==> src/design/mpb_pkg.sv <==
/*
 * Package of the motion profile parameter bank: register indices, field
 * positions, preset values and the operating mode codes.
 * Assumes a single 25 MHz clock domain and an Avalon-MM slave with 32-bit data.
 */
package mpb_pkg;

   // ************************************************************
   // Register indices (object indices); byte address is four times the index.
   // ************************************************************
   localparam logic [15:0] IDX_JERK_BASE = 16'h60A4;
   localparam logic [15:0] IDX_POS_UNIT = 16'h60A8;
   localparam logic [15:0] IDX_VEL_UNIT = 16'h60A9;
   localparam logic [15:0] IDX_POS_OFS = 16'h60B0;
   localparam logic [15:0] IDX_VEL_OFS = 16'h60B1;
   localparam logic [15:0] IDX_TRQ_OFS = 16'h60B2;
   // Jerk array subindices live in a window of their own above the object.
   localparam logic [15:0] IDX_JERK_SUB_BASE = 16'h7000;
   localparam logic [15:0] IDX_MODE = 16'h7010;
   localparam logic [15:0] IDX_SETPOINT = 16'h7011;
   localparam logic [15:0] IDX_JERK_STAT = 16'h7012;

   // ************************************************************
   // Field positions.
   // ************************************************************
   localparam int EXP_LSB = 24;
   localparam int NUM_LSB = 16;
   localparam int DEN_LSB = 8;
   localparam int FIELD_W = 8;

   // ************************************************************
   // Preset values.
   // ************************************************************
   localparam logic [7:0] JERK_COUNT = 8'h04;
   localparam logic [31:0] JERK_RESET = 32'h000003E8;
   localparam logic [31:0] POS_UNIT_RESET = 32'hFF410000;
   localparam logic [31:0] VEL_UNIT_RESET = 32'h00B44700;
   localparam logic [31:0] POS_UNIT_MASK = 32'hFFFF0000;
   localparam logic [31:0] VEL_UNIT_MASK = 32'hFFFFFF00;
   localparam logic [31:0] OFS_RESET = 32'h00000000;
   localparam logic [15:0] TRQ_RESET = 16'h0000;

   // Operating modes; all but MODE_OTHER consume at least one offset, only MODE_CSP all three.
   localparam logic [2:0] MODE_OTHER = 3'h0;
   localparam logic [2:0] MODE_CSP = 3'h1;
   localparam logic [2:0] MODE_CSV = 3'h2;
   localparam logic [2:0] MODE_CST = 3'h3;
   localparam logic [2:0] MODE_CLKDIR = 3'h4;

   // Ramp segment selector codes.
   localparam logic [1:0] SEG_BEGIN_ACC = 2'h0;
   localparam logic [1:0] SEG_BEGIN_DEC = 2'h1;
   localparam logic [1:0] SEG_END_ACC = 2'h2;
   localparam logic [1:0] SEG_END_DEC = 2'h3;

   // Bus answer states, Gray coded.
   typedef enum logic [1:0] {
      MPB_IDLE = 2'b00,
      MPB_ANSWER = 2'b01
   } mpb_bus_state_type;

endpackage

==> src/design/mpb_setpoint_adder.sv <==
/*
 * Offset adder: adds the setpoint offsets to the incoming set values,
 * gated by the operating mode, with registered outputs.
 * Assumes set values and mode come from logic on the same clock.
 */
module mpb_setpoint_adder (
   input wire logic clk_in,
   input wire logic nrst_in,
   input wire logic [2:0] mode_in,
   input wire logic [31:0] pos_set_in,
   input wire logic [31:0] vel_set_in,
   input wire logic [15:0] trq_set_in,
   input wire logic [31:0] pos_ofs_in,
   input wire logic [31:0] vel_ofs_in,
   input wire logic [15:0] trq_ofs_in,
   output logic [31:0] pos_out,
   output logic [31:0] vel_out,
   output logic [15:0] trq_out
);

   // ************************************************************
   // Mode gates.
   // ************************************************************
   wire logic pos_en = (mode_in == mpb_pkg::MODE_CSP);
   wire logic vel_en = (mode_in == mpb_pkg::MODE_CSP) || (mode_in == mpb_pkg::MODE_CSV)
      || (mode_in == mpb_pkg::MODE_CLKDIR);
   wire logic trq_en = (mode_in == mpb_pkg::MODE_CSP) || (mode_in == mpb_pkg::MODE_CST)
      || (mode_in == mpb_pkg::MODE_CLKDIR);
   // Sums wrap in two's complement; saturation belongs to the ramp stage.
   wire logic [31:0] pos_sum = pos_set_in + (pos_en ? pos_ofs_in : 32'h00000000);
   wire logic [31:0] vel_sum = vel_set_in + (vel_en ? vel_ofs_in : 32'h00000000);
   // Torque offset is in tenths of a percent, same unit as the set value.
   wire logic [15:0] trq_sum = trq_set_in + (trq_en ? trq_ofs_in : 16'h0000);

   // Registers the sums one cycle after the inputs.
   always_ff @(posedge clk_in or negedge nrst_in) begin
      if (!nrst_in) begin
         pos_out <= 32'h00000000;
         vel_out <= 32'h00000000;
         trq_out <= 16'h0000;
      end else begin
         pos_out <= pos_sum;
         vel_out <= vel_sum;
         trq_out <= trq_sum;
      end
   end

endmodule

==> src/design/mpb_bank.sv <==
/*
 * Motion profile parameter bank: jerk limits, unit words and setpoint
 * offsets, reached over an Avalon-MM slave with waitrequest.
 * Assumes one 25 MHz clock, asynchronous active-low reset, and a master
 * that holds each request until it sees waitrequest low.
 */
module mpb_bank (
   input wire logic clk_in,
   input wire logic nrst_in,
   input wire logic [17:0] avs_address_in,
   input wire logic avs_read_in,
   input wire logic avs_write_in,
   input wire logic [3:0] avs_byteenable_in,
   input wire logic [31:0] avs_writedata_in,
   output logic [31:0] avs_readdata_out,
   output logic avs_waitrequest_out,
   input wire logic [1:0] seg_sel_in,
   input wire logic [31:0] pos_set_in,
   input wire logic [31:0] vel_set_in,
   input wire logic [15:0] trq_set_in,
   output logic [31:0] jerk_out,
   output logic jerk_limited_out,
   output logic [7:0] pos_exp_out,
   output logic [7:0] pos_unit_out,
   output logic [7:0] vel_exp_out,
   output logic [7:0] vel_num_out,
   output logic [7:0] vel_den_out,
   output logic [31:0] pos_out,
   output logic [31:0] vel_out,
   output logic [15:0] trq_out
);

   // ************************************************************
   // Helpers.
   // ************************************************************

   // Merges write data into an old value under the byte enables.
   function automatic logic [31:0] be_merge(input logic [31:0] old, input logic [31:0] wd,
                                            input logic [3:0] be);
      logic [31:0] r;
      r = old;
      for (int i = 0; i < 4; i++) begin
         if (be[i]) begin
            r[i*8 +: 8] = wd[i*8 +: 8];
         end
      end
      return r;
   endfunction

   // Picks one 8-bit field out of a unit word.
   function automatic logic [7:0] field8(input logic [31:0] w, input int lsb);
      return w[lsb +: mpb_pkg::FIELD_W];
   endfunction

   // ************************************************************
   // Storage.
   // ************************************************************
   logic [31:0] jerk_q [4]; // Jerk limits, indexed by subindex minus one.
   logic [31:0] pos_unit_q; // Position unit word.
   logic [31:0] vel_unit_q; // Velocity unit word.
   logic [31:0] pos_ofs_q; // Position offset, signed.
   logic [31:0] vel_ofs_q; // Velocity offset, signed.
   logic [15:0] trq_ofs_q; // Torque offset, signed tenths of a percent.
   logic [2:0] mode_q; // Operating mode written by software.
   mpb_pkg::mpb_bus_state_type state_q; // Bus answer state.
   logic [31:0] rdata_q; // Captured read data.

   // ************************************************************
   // Address decode.
   // ************************************************************
   // Word index is the byte address divided by four.
   wire logic [15:0] idx = avs_address_in[17:2];
   wire logic hit_jsub = (idx[15:2] == mpb_pkg::IDX_JERK_SUB_BASE[15:2]);
   wire logic [1:0] jsub = idx[1:0];
   wire logic hit_jcnt = (idx == mpb_pkg::IDX_JERK_BASE);
   wire logic hit_pu = (idx == mpb_pkg::IDX_POS_UNIT);
   wire logic hit_vu = (idx == mpb_pkg::IDX_VEL_UNIT);
   wire logic hit_po = (idx == mpb_pkg::IDX_POS_OFS);
   wire logic hit_vo = (idx == mpb_pkg::IDX_VEL_OFS);
   wire logic hit_to = (idx == mpb_pkg::IDX_TRQ_OFS);
   wire logic hit_md = (idx == mpb_pkg::IDX_MODE);
   wire logic hit_sp = (idx == mpb_pkg::IDX_SETPOINT);
   wire logic hit_js = (idx == mpb_pkg::IDX_JERK_STAT);
   // A request is taken in the idle state; the answer follows one cycle later.
   wire logic take = (state_q == mpb_pkg::MPB_IDLE) && (avs_read_in || avs_write_in);
   wire logic wr = take && avs_write_in;

   // Jerk limited flags, one per segment: zero turns the limit off.
   wire logic [3:0] jerk_on = {jerk_q[3] != 32'h00000000, jerk_q[2] != 32'h00000000,
                                jerk_q[1] != 32'h00000000, jerk_q[0] != 32'h00000000};

   // Read mux; unmapped addresses read zero and ignore writes.
   wire logic [31:0] rmux =
      hit_jsub ? jerk_q[jsub] :
      hit_jcnt ? {24'h000000, mpb_pkg::JERK_COUNT} :
      hit_pu ? (pos_unit_q & mpb_pkg::POS_UNIT_MASK) :
      hit_vu ? (vel_unit_q & mpb_pkg::VEL_UNIT_MASK) :
      hit_po ? pos_ofs_q :
      hit_vo ? vel_ofs_q :
      hit_to ? {16'h0000, trq_ofs_q} :
      hit_md ? {29'h0, mode_q} :
      hit_sp ? pos_out :
      hit_js ? {28'h0000000, jerk_on} :
      32'h00000000;

   wire logic [31:0] wmerge_pu = be_merge(pos_unit_q, avs_writedata_in, avs_byteenable_in);
   wire logic [31:0] wmerge_vu = be_merge(vel_unit_q, avs_writedata_in, avs_byteenable_in);
   // Torque offset merge is done on a full word and cut to its 16 bits on purpose.
   wire logic [31:0] wmerge_to = be_merge({16'h0000, trq_ofs_q}, avs_writedata_in,
                                          avs_byteenable_in);

   // ************************************************************
   // Bus handshake.
   // ************************************************************
   // Waitrequest is high while idle so every request waits exactly one cycle.
   always_ff @(posedge clk_in or negedge nrst_in) begin
      if (!nrst_in) begin
         state_q <= mpb_pkg::MPB_IDLE;
         avs_waitrequest_out <= 1'b1;
         rdata_q <= 32'h00000000;
      end else if (take) begin
         state_q <= mpb_pkg::MPB_ANSWER;
         avs_waitrequest_out <= 1'b0;
         rdata_q <= avs_read_in ? rmux : 32'h00000000;
      end else begin
         state_q <= mpb_pkg::MPB_IDLE;
         avs_waitrequest_out <= 1'b1;
      end
   end

   assign avs_readdata_out = rdata_q;

   // ************************************************************
   // Register writes.
   // ************************************************************
   // Writes land on the take edge, so a read right after sees the new value.
   always_ff @(posedge clk_in or negedge nrst_in) begin
      if (!nrst_in) begin
         for (int i = 0; i < 4; i++) begin
            jerk_q[i] <= mpb_pkg::JERK_RESET;
         end
         pos_unit_q <= mpb_pkg::POS_UNIT_RESET;
         vel_unit_q <= mpb_pkg::VEL_UNIT_RESET;
         pos_ofs_q <= mpb_pkg::OFS_RESET;
         vel_ofs_q <= mpb_pkg::OFS_RESET;
         trq_ofs_q <= mpb_pkg::TRQ_RESET;
         mode_q <= mpb_pkg::MODE_OTHER;
      end else if (wr) begin
         if (hit_jsub) begin
            jerk_q[jsub] <= be_merge(jerk_q[jsub], avs_writedata_in, avs_byteenable_in);
         end
         if (hit_pu) begin
            pos_unit_q <= wmerge_pu & mpb_pkg::POS_UNIT_MASK;
         end
         if (hit_vu) begin
            vel_unit_q <= wmerge_vu & mpb_pkg::VEL_UNIT_MASK;
         end
         if (hit_po) begin
            pos_ofs_q <= be_merge(pos_ofs_q, avs_writedata_in, avs_byteenable_in);
         end
         if (hit_vo) begin
            vel_ofs_q <= be_merge(vel_ofs_q, avs_writedata_in, avs_byteenable_in);
         end
         if (hit_to) begin
            trq_ofs_q <= wmerge_to[15:0];
         end
         if (hit_md) begin
            mode_q <= avs_writedata_in[2:0];
         end
      end
   end

   // ************************************************************
   // Ramp and unit outputs.
   // ************************************************************
   // Segment selector picks the jerk for the ramp stage in use.
   wire logic [31:0] jerk_sel =
      (seg_sel_in == mpb_pkg::SEG_BEGIN_ACC) ? jerk_q[0] :
      (seg_sel_in == mpb_pkg::SEG_BEGIN_DEC) ? jerk_q[1] :
      (seg_sel_in == mpb_pkg::SEG_END_ACC) ? jerk_q[2] :
      jerk_q[3];

   // Registers the selected jerk and the decoded unit fields.
   always_ff @(posedge clk_in or negedge nrst_in) begin
      if (!nrst_in) begin
         jerk_out <= mpb_pkg::JERK_RESET;
         jerk_limited_out <= 1'b1;
         pos_exp_out <= 8'h00;
         pos_unit_out <= 8'h00;
         vel_exp_out <= 8'h00;
         vel_num_out <= 8'h00;
         vel_den_out <= 8'h00;
      end else begin
         jerk_out <= jerk_sel;
         jerk_limited_out <= jerk_on[seg_sel_in];
         pos_exp_out <= field8(pos_unit_q, mpb_pkg::EXP_LSB);
         pos_unit_out <= field8(pos_unit_q, mpb_pkg::NUM_LSB);
         vel_exp_out <= field8(vel_unit_q, mpb_pkg::EXP_LSB);
         vel_num_out <= field8(vel_unit_q, mpb_pkg::NUM_LSB);
         vel_den_out <= field8(vel_unit_q, mpb_pkg::DEN_LSB);
      end
   end

   // ************************************************************
   // Offset adder.
   // ************************************************************
   mpb_setpoint_adder u_add (
      .clk_in(clk_in),
      .nrst_in(nrst_in),
      .mode_in(mode_q),
      .pos_set_in(pos_set_in),
      .vel_set_in(vel_set_in),
      .trq_set_in(trq_set_in),
      .pos_ofs_in(pos_ofs_q),
      .vel_ofs_in(vel_ofs_q),
      .trq_ofs_in(trq_ofs_q),
      .pos_out(pos_out),
      .vel_out(vel_out),
      .trq_out(trq_out)
   );

endmodule

==> config.mk <==
export PLATFORM = sky130hd
export DESIGN_NAME = mpb_bank
export DESIGN_NICKNAME = d
export VERILOG_FILES = /design/src/design/mpb_pkg.sv /design/src/design/mpb_setpoint_adder.sv /design/src/design/mpb_bank.sv
export SDC_FILE = /design/constraint.sdc
export NUM_CORES = 1
export LEC_CHECK = 0
export BUFFER_PORTS_ARGS = -buffer_cell sky130_fd_sc_hd__buf_2
export CORE_MARGIN = 4
export CORE_UTILIZATION = 54
export CTS_BUF_LIST = sky130_fd_sc_hd__clkbuf_8
export DETAILED_ROUTE_END_ITERATION = 6
export PLACE_DENSITY = 0.77
export SLEW_MARGIN = 20
export SYNTH_ARGS = -nofsm -noshare
export SYNTH_HDL_FRONTEND = slang
export SYNTH_SLANG_ARGS = --single-unit
==> constraint.sdc <==
create_clock -name clk_in -period 3.7 [get_ports clk_in]
set_input_delay 0.74 -clock clk_in [delete_from_list [all_inputs] [get_ports clk_in]]
set_output_delay 0.74 -clock clk_in [all_outputs]
set_load 0.02 [all_outputs]
## Yosys cells after proc, flatten, opt, wreduce, memory -nomap -nowiden

Index checks and enable logic that the tools add are counted.

- Add/sub/neg operators: 3
- $lt $le $gt $ge: 3
- Eq/ne operators: 16
- Multiplexer cells: 39
- Bitwise gates (word level): 1
- Reductions and logical operators: 31

Operators with widths:

| operator | number |
|---|---|
| 32-bit 2-to-1 mux | 18 |
| 16-bit by 15-bit == test with 1-bit output (second input constant) | 9 |
| 128-bit bitwise mux | 1 |
| 32-bit nonzero test | 4 |
| 8-bit 2-to-1 mux | 12 |
| 32-bit adder | 2 |
| 32-bit binary-select mux with 2-bit select | 1 |
| 32-bit demux with 2-bit select | 1 |
| 3-bit AND reduction | 15 |
| 16-bit adder | 1 |
| 16-bit 2-to-1 mux | 1 |
| 14-bit by 13-bit == test with 1-bit output (second input constant) | 1 |
| 3-bit by 2-bit == test with 1-bit output (second input constant) | 2 |
| 1-bit logical OR | 5 |
| 2-bit logical NOT | 2 |
| 4-bit 2-to-1 mux | 1 |
| 2-bit AND reduction | 2 |
| 3-bit by 1-bit == test with 1-bit output (second input constant) | 1 |
| 3-bit == test (second input constant) | 1 |
| 3-bit greater-or-equal comparator (second input constant) | 1 |
| 1-bit logical AND | 3 |
| 2-bit by 3-bit < comparator with 1-bit output (second input constant) | 1 |
| 3-bit by 1-bit < comparator with 1-bit output (second input constant) | 1 |
| 1-bit 2-to-1 mux | 3 |
| 4 further kinds | 4 |

- Flip-flop bits (word level): 439
- Output and inout port bits: 186

## Logic depth before layout (Yosys ltp)

- Depth after elaboration: 12
- Depth in mapped cells: 15
- Depth with buffers taken out: 14

## Modules after synthesis

A second synthesis with hierarchy kept.

- Cells, all modules: 1963
- Area, all modules: 22391.5 sq um

Modules (own cells, without submodules):

| module | times used | cells each | area an instance (sq um) | seq. area each (sq um) |
|---|---|---|---|---|
| mpb_bank | 1 | 1288 | 16087.9 | 9021.2 |
| mpb_setpoint_adder | 1 | 675 | 6303.5 | 2001.9 |

## Worst setup path after synthesis

No wires, ideal clock.

- Path type: register to register
- Start: reg mode_q[2]
- End: reg u_add.vel_out[30]
- Arrival: 3.369 ns
- Data required time: 3.574 ns
- Slack: 0.204 ns
- Cell stages (with the launch flop): 16
- Buffers on the path: 1
- Clock period less this slack: 3.496 ns
- Cell sequence: dfrtp_1 > nand2b_1 > nand2_1 > o21ai_0 > clkbuf_1 > nor2b_1 > ha_1 > fa_1 > a21o_1 > a21oi_1 > o21bai_1 > a21boi_2 > o31a_2 > o21ai_2 > o2111a_1 > a311o_1

- Longest elaborated chain between the ends: 5

Ends and longest elaborated chain:

| what | RTL line | source |
|---|---|---|
| start, declared | mpb_bank.sv:64 | `logic [2:0] mode_q;` |
| start signal, assigned | mpb_bank.sv:147 | `mode_q <= mpb_pkg::MODE_OTHER;` |
| start signal, assigned | mpb_bank.sv:168 | `mode_q <= avs_writedata_in[2:0];` |
| 3-bit by 1-bit == test with 1-bit output / 3-bit by 2-bit == test with 1-bit output (equally long branches) | mpb_setpoint_adder.sv:25 | `wire logic vel_en = (mode_in == mpb_pkg::MODE_CSP) \|\| (mode_in == mpb_pkg::MODE_CSV)` |
| 1-bit logical OR | mpb_setpoint_adder.sv:25 |  |
| 1-bit logical OR * | mpb_setpoint_adder.sv:26 | `\|\| (mode_in == mpb_pkg::MODE_CLKDIR);` |
| 32-bit 2-to-1 mux * | mpb_setpoint_adder.sv:31 | `wire logic [31:0] vel_sum = vel_set_in + (vel_en ? vel_ofs_in : 32'h00000000);` |
| 32-bit adder * | mpb_setpoint_adder.sv:31 |  |
| named net u_add.vel_sum[30] | mpb_setpoint_adder.sv:31 |  |
| end signal, assigned | mpb_setpoint_adder.sv:43 | `vel_out <= vel_sum;` |
| end, declared | mpb_setpoint_adder.sv:17 | `output logic [31:0] vel_out,` |

The timed path passes the listed nets; every way through them passes the cells marked *.
A chain may end at the register's enable or synchronous reset.

## Final worst setup path

- Start: reg mode_q[2]
- End: reg u_add.vel_out[31]

The elaborated chain is that of the path after synthesis.

==> results.md <==
- Drt via density: between 6 and 7
- Crit end category: flop
- Clk_lat worst skew: between 600 and 700 ps
- CTS Sinks: 438
- Total gr overflow: 0
- Logic pwr share: 7.6%
- Final period utilization: a little over nine tenths
- I/O Buffers: roughly 320
- CP Cell Sequence: nand2b_1 > nand2_1 > o21ai_2 > buf_8 > nor2b_1 > ha_1 > and3_1 > a221oi_2 > a21boi_2 > o221ai_1 > a211o_1 > nand3_1 > a21oi_1 > xnor2_1
- Crit path largest cell delay: 420 ps
- Mapped Nets: 2,148
- Post-Place Setup Slack: 72.7 ps
- Max-Slew Margin vs Limit: about two fifths
- DPL Wire Length: ~52,000 µm
- First-pass iteration count of the detailed router: 6
- Internal Power: roughly 7.4 mW
- Io pins: 326
- Sw Pwr: around 2.6 mW
- Die Wd: 210 µm
- Total Routing Usage GR: a little under a third
- DRT Wirelength: 69,000 µm
- Setup TNS: 0 ps
- Vias: 17,946
- Ys async rst share: 100%
- CTS buffer count: 74
- Peak supply drop: between 0.0002 and 0.00025 V
- Main area contributors after synthesis: dfrtp_1, mux4_2, dfstp_2, mux2_2, a21oi_1
- Slew Limit Fails: 0
- Sequential cell area fraction in the yosys report: between 40% and 50%
- Number of DRC markers in iteration 0: 1,826
- Max FO, Critical Path: 31
- GR Util met1: 42.4%
- Initial Util: around 55%
- Met3 Usage GRT: 6.52%
- Die area: 44,200 µm²
- Hold WC Path Type: primary input to async pin
- Hold-fix buffers, CTS: 0
- Clock network power share: 43.5%
- Slowest cell on crit path: dfrtp_1
- H-tree Lvls: 3
- YS warnings: 0
- Worst Setup Path Type: flop to flop
- Area share of the leading cell type in the synthesized netlist: between 40% and 50%
- Synth Instances: approximately 1,900
- Critical Path Start Type: flop
- LEAKAGE: ~13 nW
- Clock transition at the registers of the reported paths: about 70 ps
- R2R cell count: 14
- Root Driver: clkbuf_8
- Final setup fails: 0
- FMAX: 0.279 GHz
- Busiest grt layer: met2
- First-pass GRT wire length: about 110,000 µm
- DRC Markers: 0
- Syn_area_per_cell: roughly 11 µm²
- CTS Buffer Depth: 3
- Power Total: roughly 10 mW
- CTS tree: done
- Flop pwr share: between 40% and 50%
- Placed Area: approximately 24,000 µm²
- Area grow syn2layout: 17.6%
- Initial antenna violation count: 7
- Final worst setup slack: between 100 and 150 ps
- Most frequent cells in the layout: dfrtp_1, buf_2, a21oi_1, nor2_1, nand2_1
- Antenna Violating Nets Remaining: 0
- Number of global-route vias before repair: ~18,000
- Wire per inst: 24.0 µm
- Worst-Margin Slew: 907 ps
- CP Data Arrival Time: 4080 ps
- Post-synth top area cell: dfrtp_1
- Yosys reg bits: 438
- Share of cells above drive strength 1: around a third
- Die height: roughly 210 µm
- Post-synth EDFFs: 0
- Row count: 73
- Core area: roughly 40,000 µm²
- Final #Nets: about 2,500
- Required time of the critical path: 4190 ps
- Worst Clk Skew: approximately 43 ps
- RePlAce Congestion: 0.990
- Commonest non-fill, non-tap cell in the layout: dfrtp_1
- Finished Cell Area: between 20,000 and 30,000 µm²
- MaxCap Viol Count: 0
- Status: complete, no violations
- Dominant synthesized flop cell: dfrtp_1
- Power per standard cell area: between 300 and 400 nW/µm²
- Met2 usage: 47.4%
- Final min period: around 3600 ps
- Synth cell types: a little under 90
- Mapped cell area: between 20,000 and 25,000 µm²
- Pin count of the biggest net entering global routing: 102
- Switching Share: 25.8%
- Final Hold Fails: 0
==> path summary, 6_finish.rpt <==
path,start,to,slack (ps)
worst max-delay path,mode_q[2],u_add.vel_out[31],110
worst min-delay path,nrst_in,vel_ofs_q[5],190
worst max register to register,mode_q[2],u_add.vel_out[31],110
worst min register to register,pos_unit_q[23],pos_unit_out[7],400
max in group asynchronous,nrst_in,avs_waitrequest_out,2590
min in group clk_in,vel_set_in[0],u_add.vel_out[0],350
==> what timing repair did <==
item	4_1_cts	5_1_grt
resized for setup	0	6
setup buffers	0	1
setup endpoints to repair	0	16
==> power groups by stage <==
stage	sequential, mW	clock (mW)	combinational (mW)
2_1_floorplan	5.03	0	0.290
3_3_place_gp	4.97	0	0.737
3_5_place_dp	4.97	0	0.752
4_1_cts	4.89	4.40	0.754
5_1_grt	4.89	4.63	0.818
6_report	4.89	4.34	0.758
==> metal layers <==
layer	up-vias	share of wire (%)	wire length [µm]
li1	7844	-	-
met1	8903	39	27100
met2	1025	46	31600
met3	172	10	7240
met4	2	4.4	3000
met5	-	0.012	8
==> Yosys cell counts (all sizes together) (31+ instances only) <==
library cell  count
mux2            124
nor2b            58
o21ai           102
mux4             64
xnor2            50
buf              46
clkbuf           36
and2             38
a21o             32
dfrtp           388
inv              31
nor2            162
ha               77
mux2i            37
a21oi           198
dfstp            50
nor4             36
nand2           109
==> sequential cells by signal (all words and copies together) (netlist names) <==
signal	cells
avs_readdata_out	32
avs_waitrequest_out	1
jerk_limited_out	1
jerk_out	32
jerk_q	128
mode_q	3
pos_exp_out	8
pos_ofs_q	32
pos_unit_out	8
pos_unit_q	16
state_q	1
trq_ofs_q	16
u_add.pos_out	32
u_add.trq_out	16
u_add.vel_out	32
vel_den_out	8
vel_exp_out	8
vel_num_out	8
vel_ofs_q	32
vel_unit_q	24
==> cell families after synthesis <==
kind of cell | count (synthesis) | synth area share (%)
buffers and inverters | 113 | 2.20
XOR/XNOR | 61 | 2.42
flip-flops | 438 | 49.9
AO/OA/AOI/OAI | 488 | 13.8
AND/OR/NAND/NOR | 523 | 12.5
multiplexers | 225 | 14.5
adder cells (fa/ha/maj) | 80 | 4.63
==> stage by stage <==
stage               hold slack [ps]  cells  utilization, %
CTS                             188   2866            64.6
finish                          186   2873            64.8
global placement                379   2732            60.9
global route                    240   2873            64.8
floorplan                       369   1928               -
detailed placement              388   2732            60.9
==> area by class of cell <==
cell class / instances / area [µm²]
Fill cell: 3098 / 14100
Multi-Input combinational cell: 1377 / 10600
Tap cell: 525 / 657
Antenna cell: 6 / 15.0
Timing Repair Buffer: 362 / 2050
Sequential cell: 438 / 11000
Inverter: 31 / 116
Clock buffer: 95 / 1310
Clock inverter: 39 / 185
==> critical path: cells and delay by family, from the launching register on <==
family / cells / cell delay (ps)
AOI/OAI and AO/OA: 6 / 1620
adders and majority gates: 1 / 330
DFF: 1 / 420
buffers and inverters: 1 / 250
xor gates and xnor gates: 1 / 140
and+or+nand+nor: 5 / 670
(Power assumes the default switching activity.)
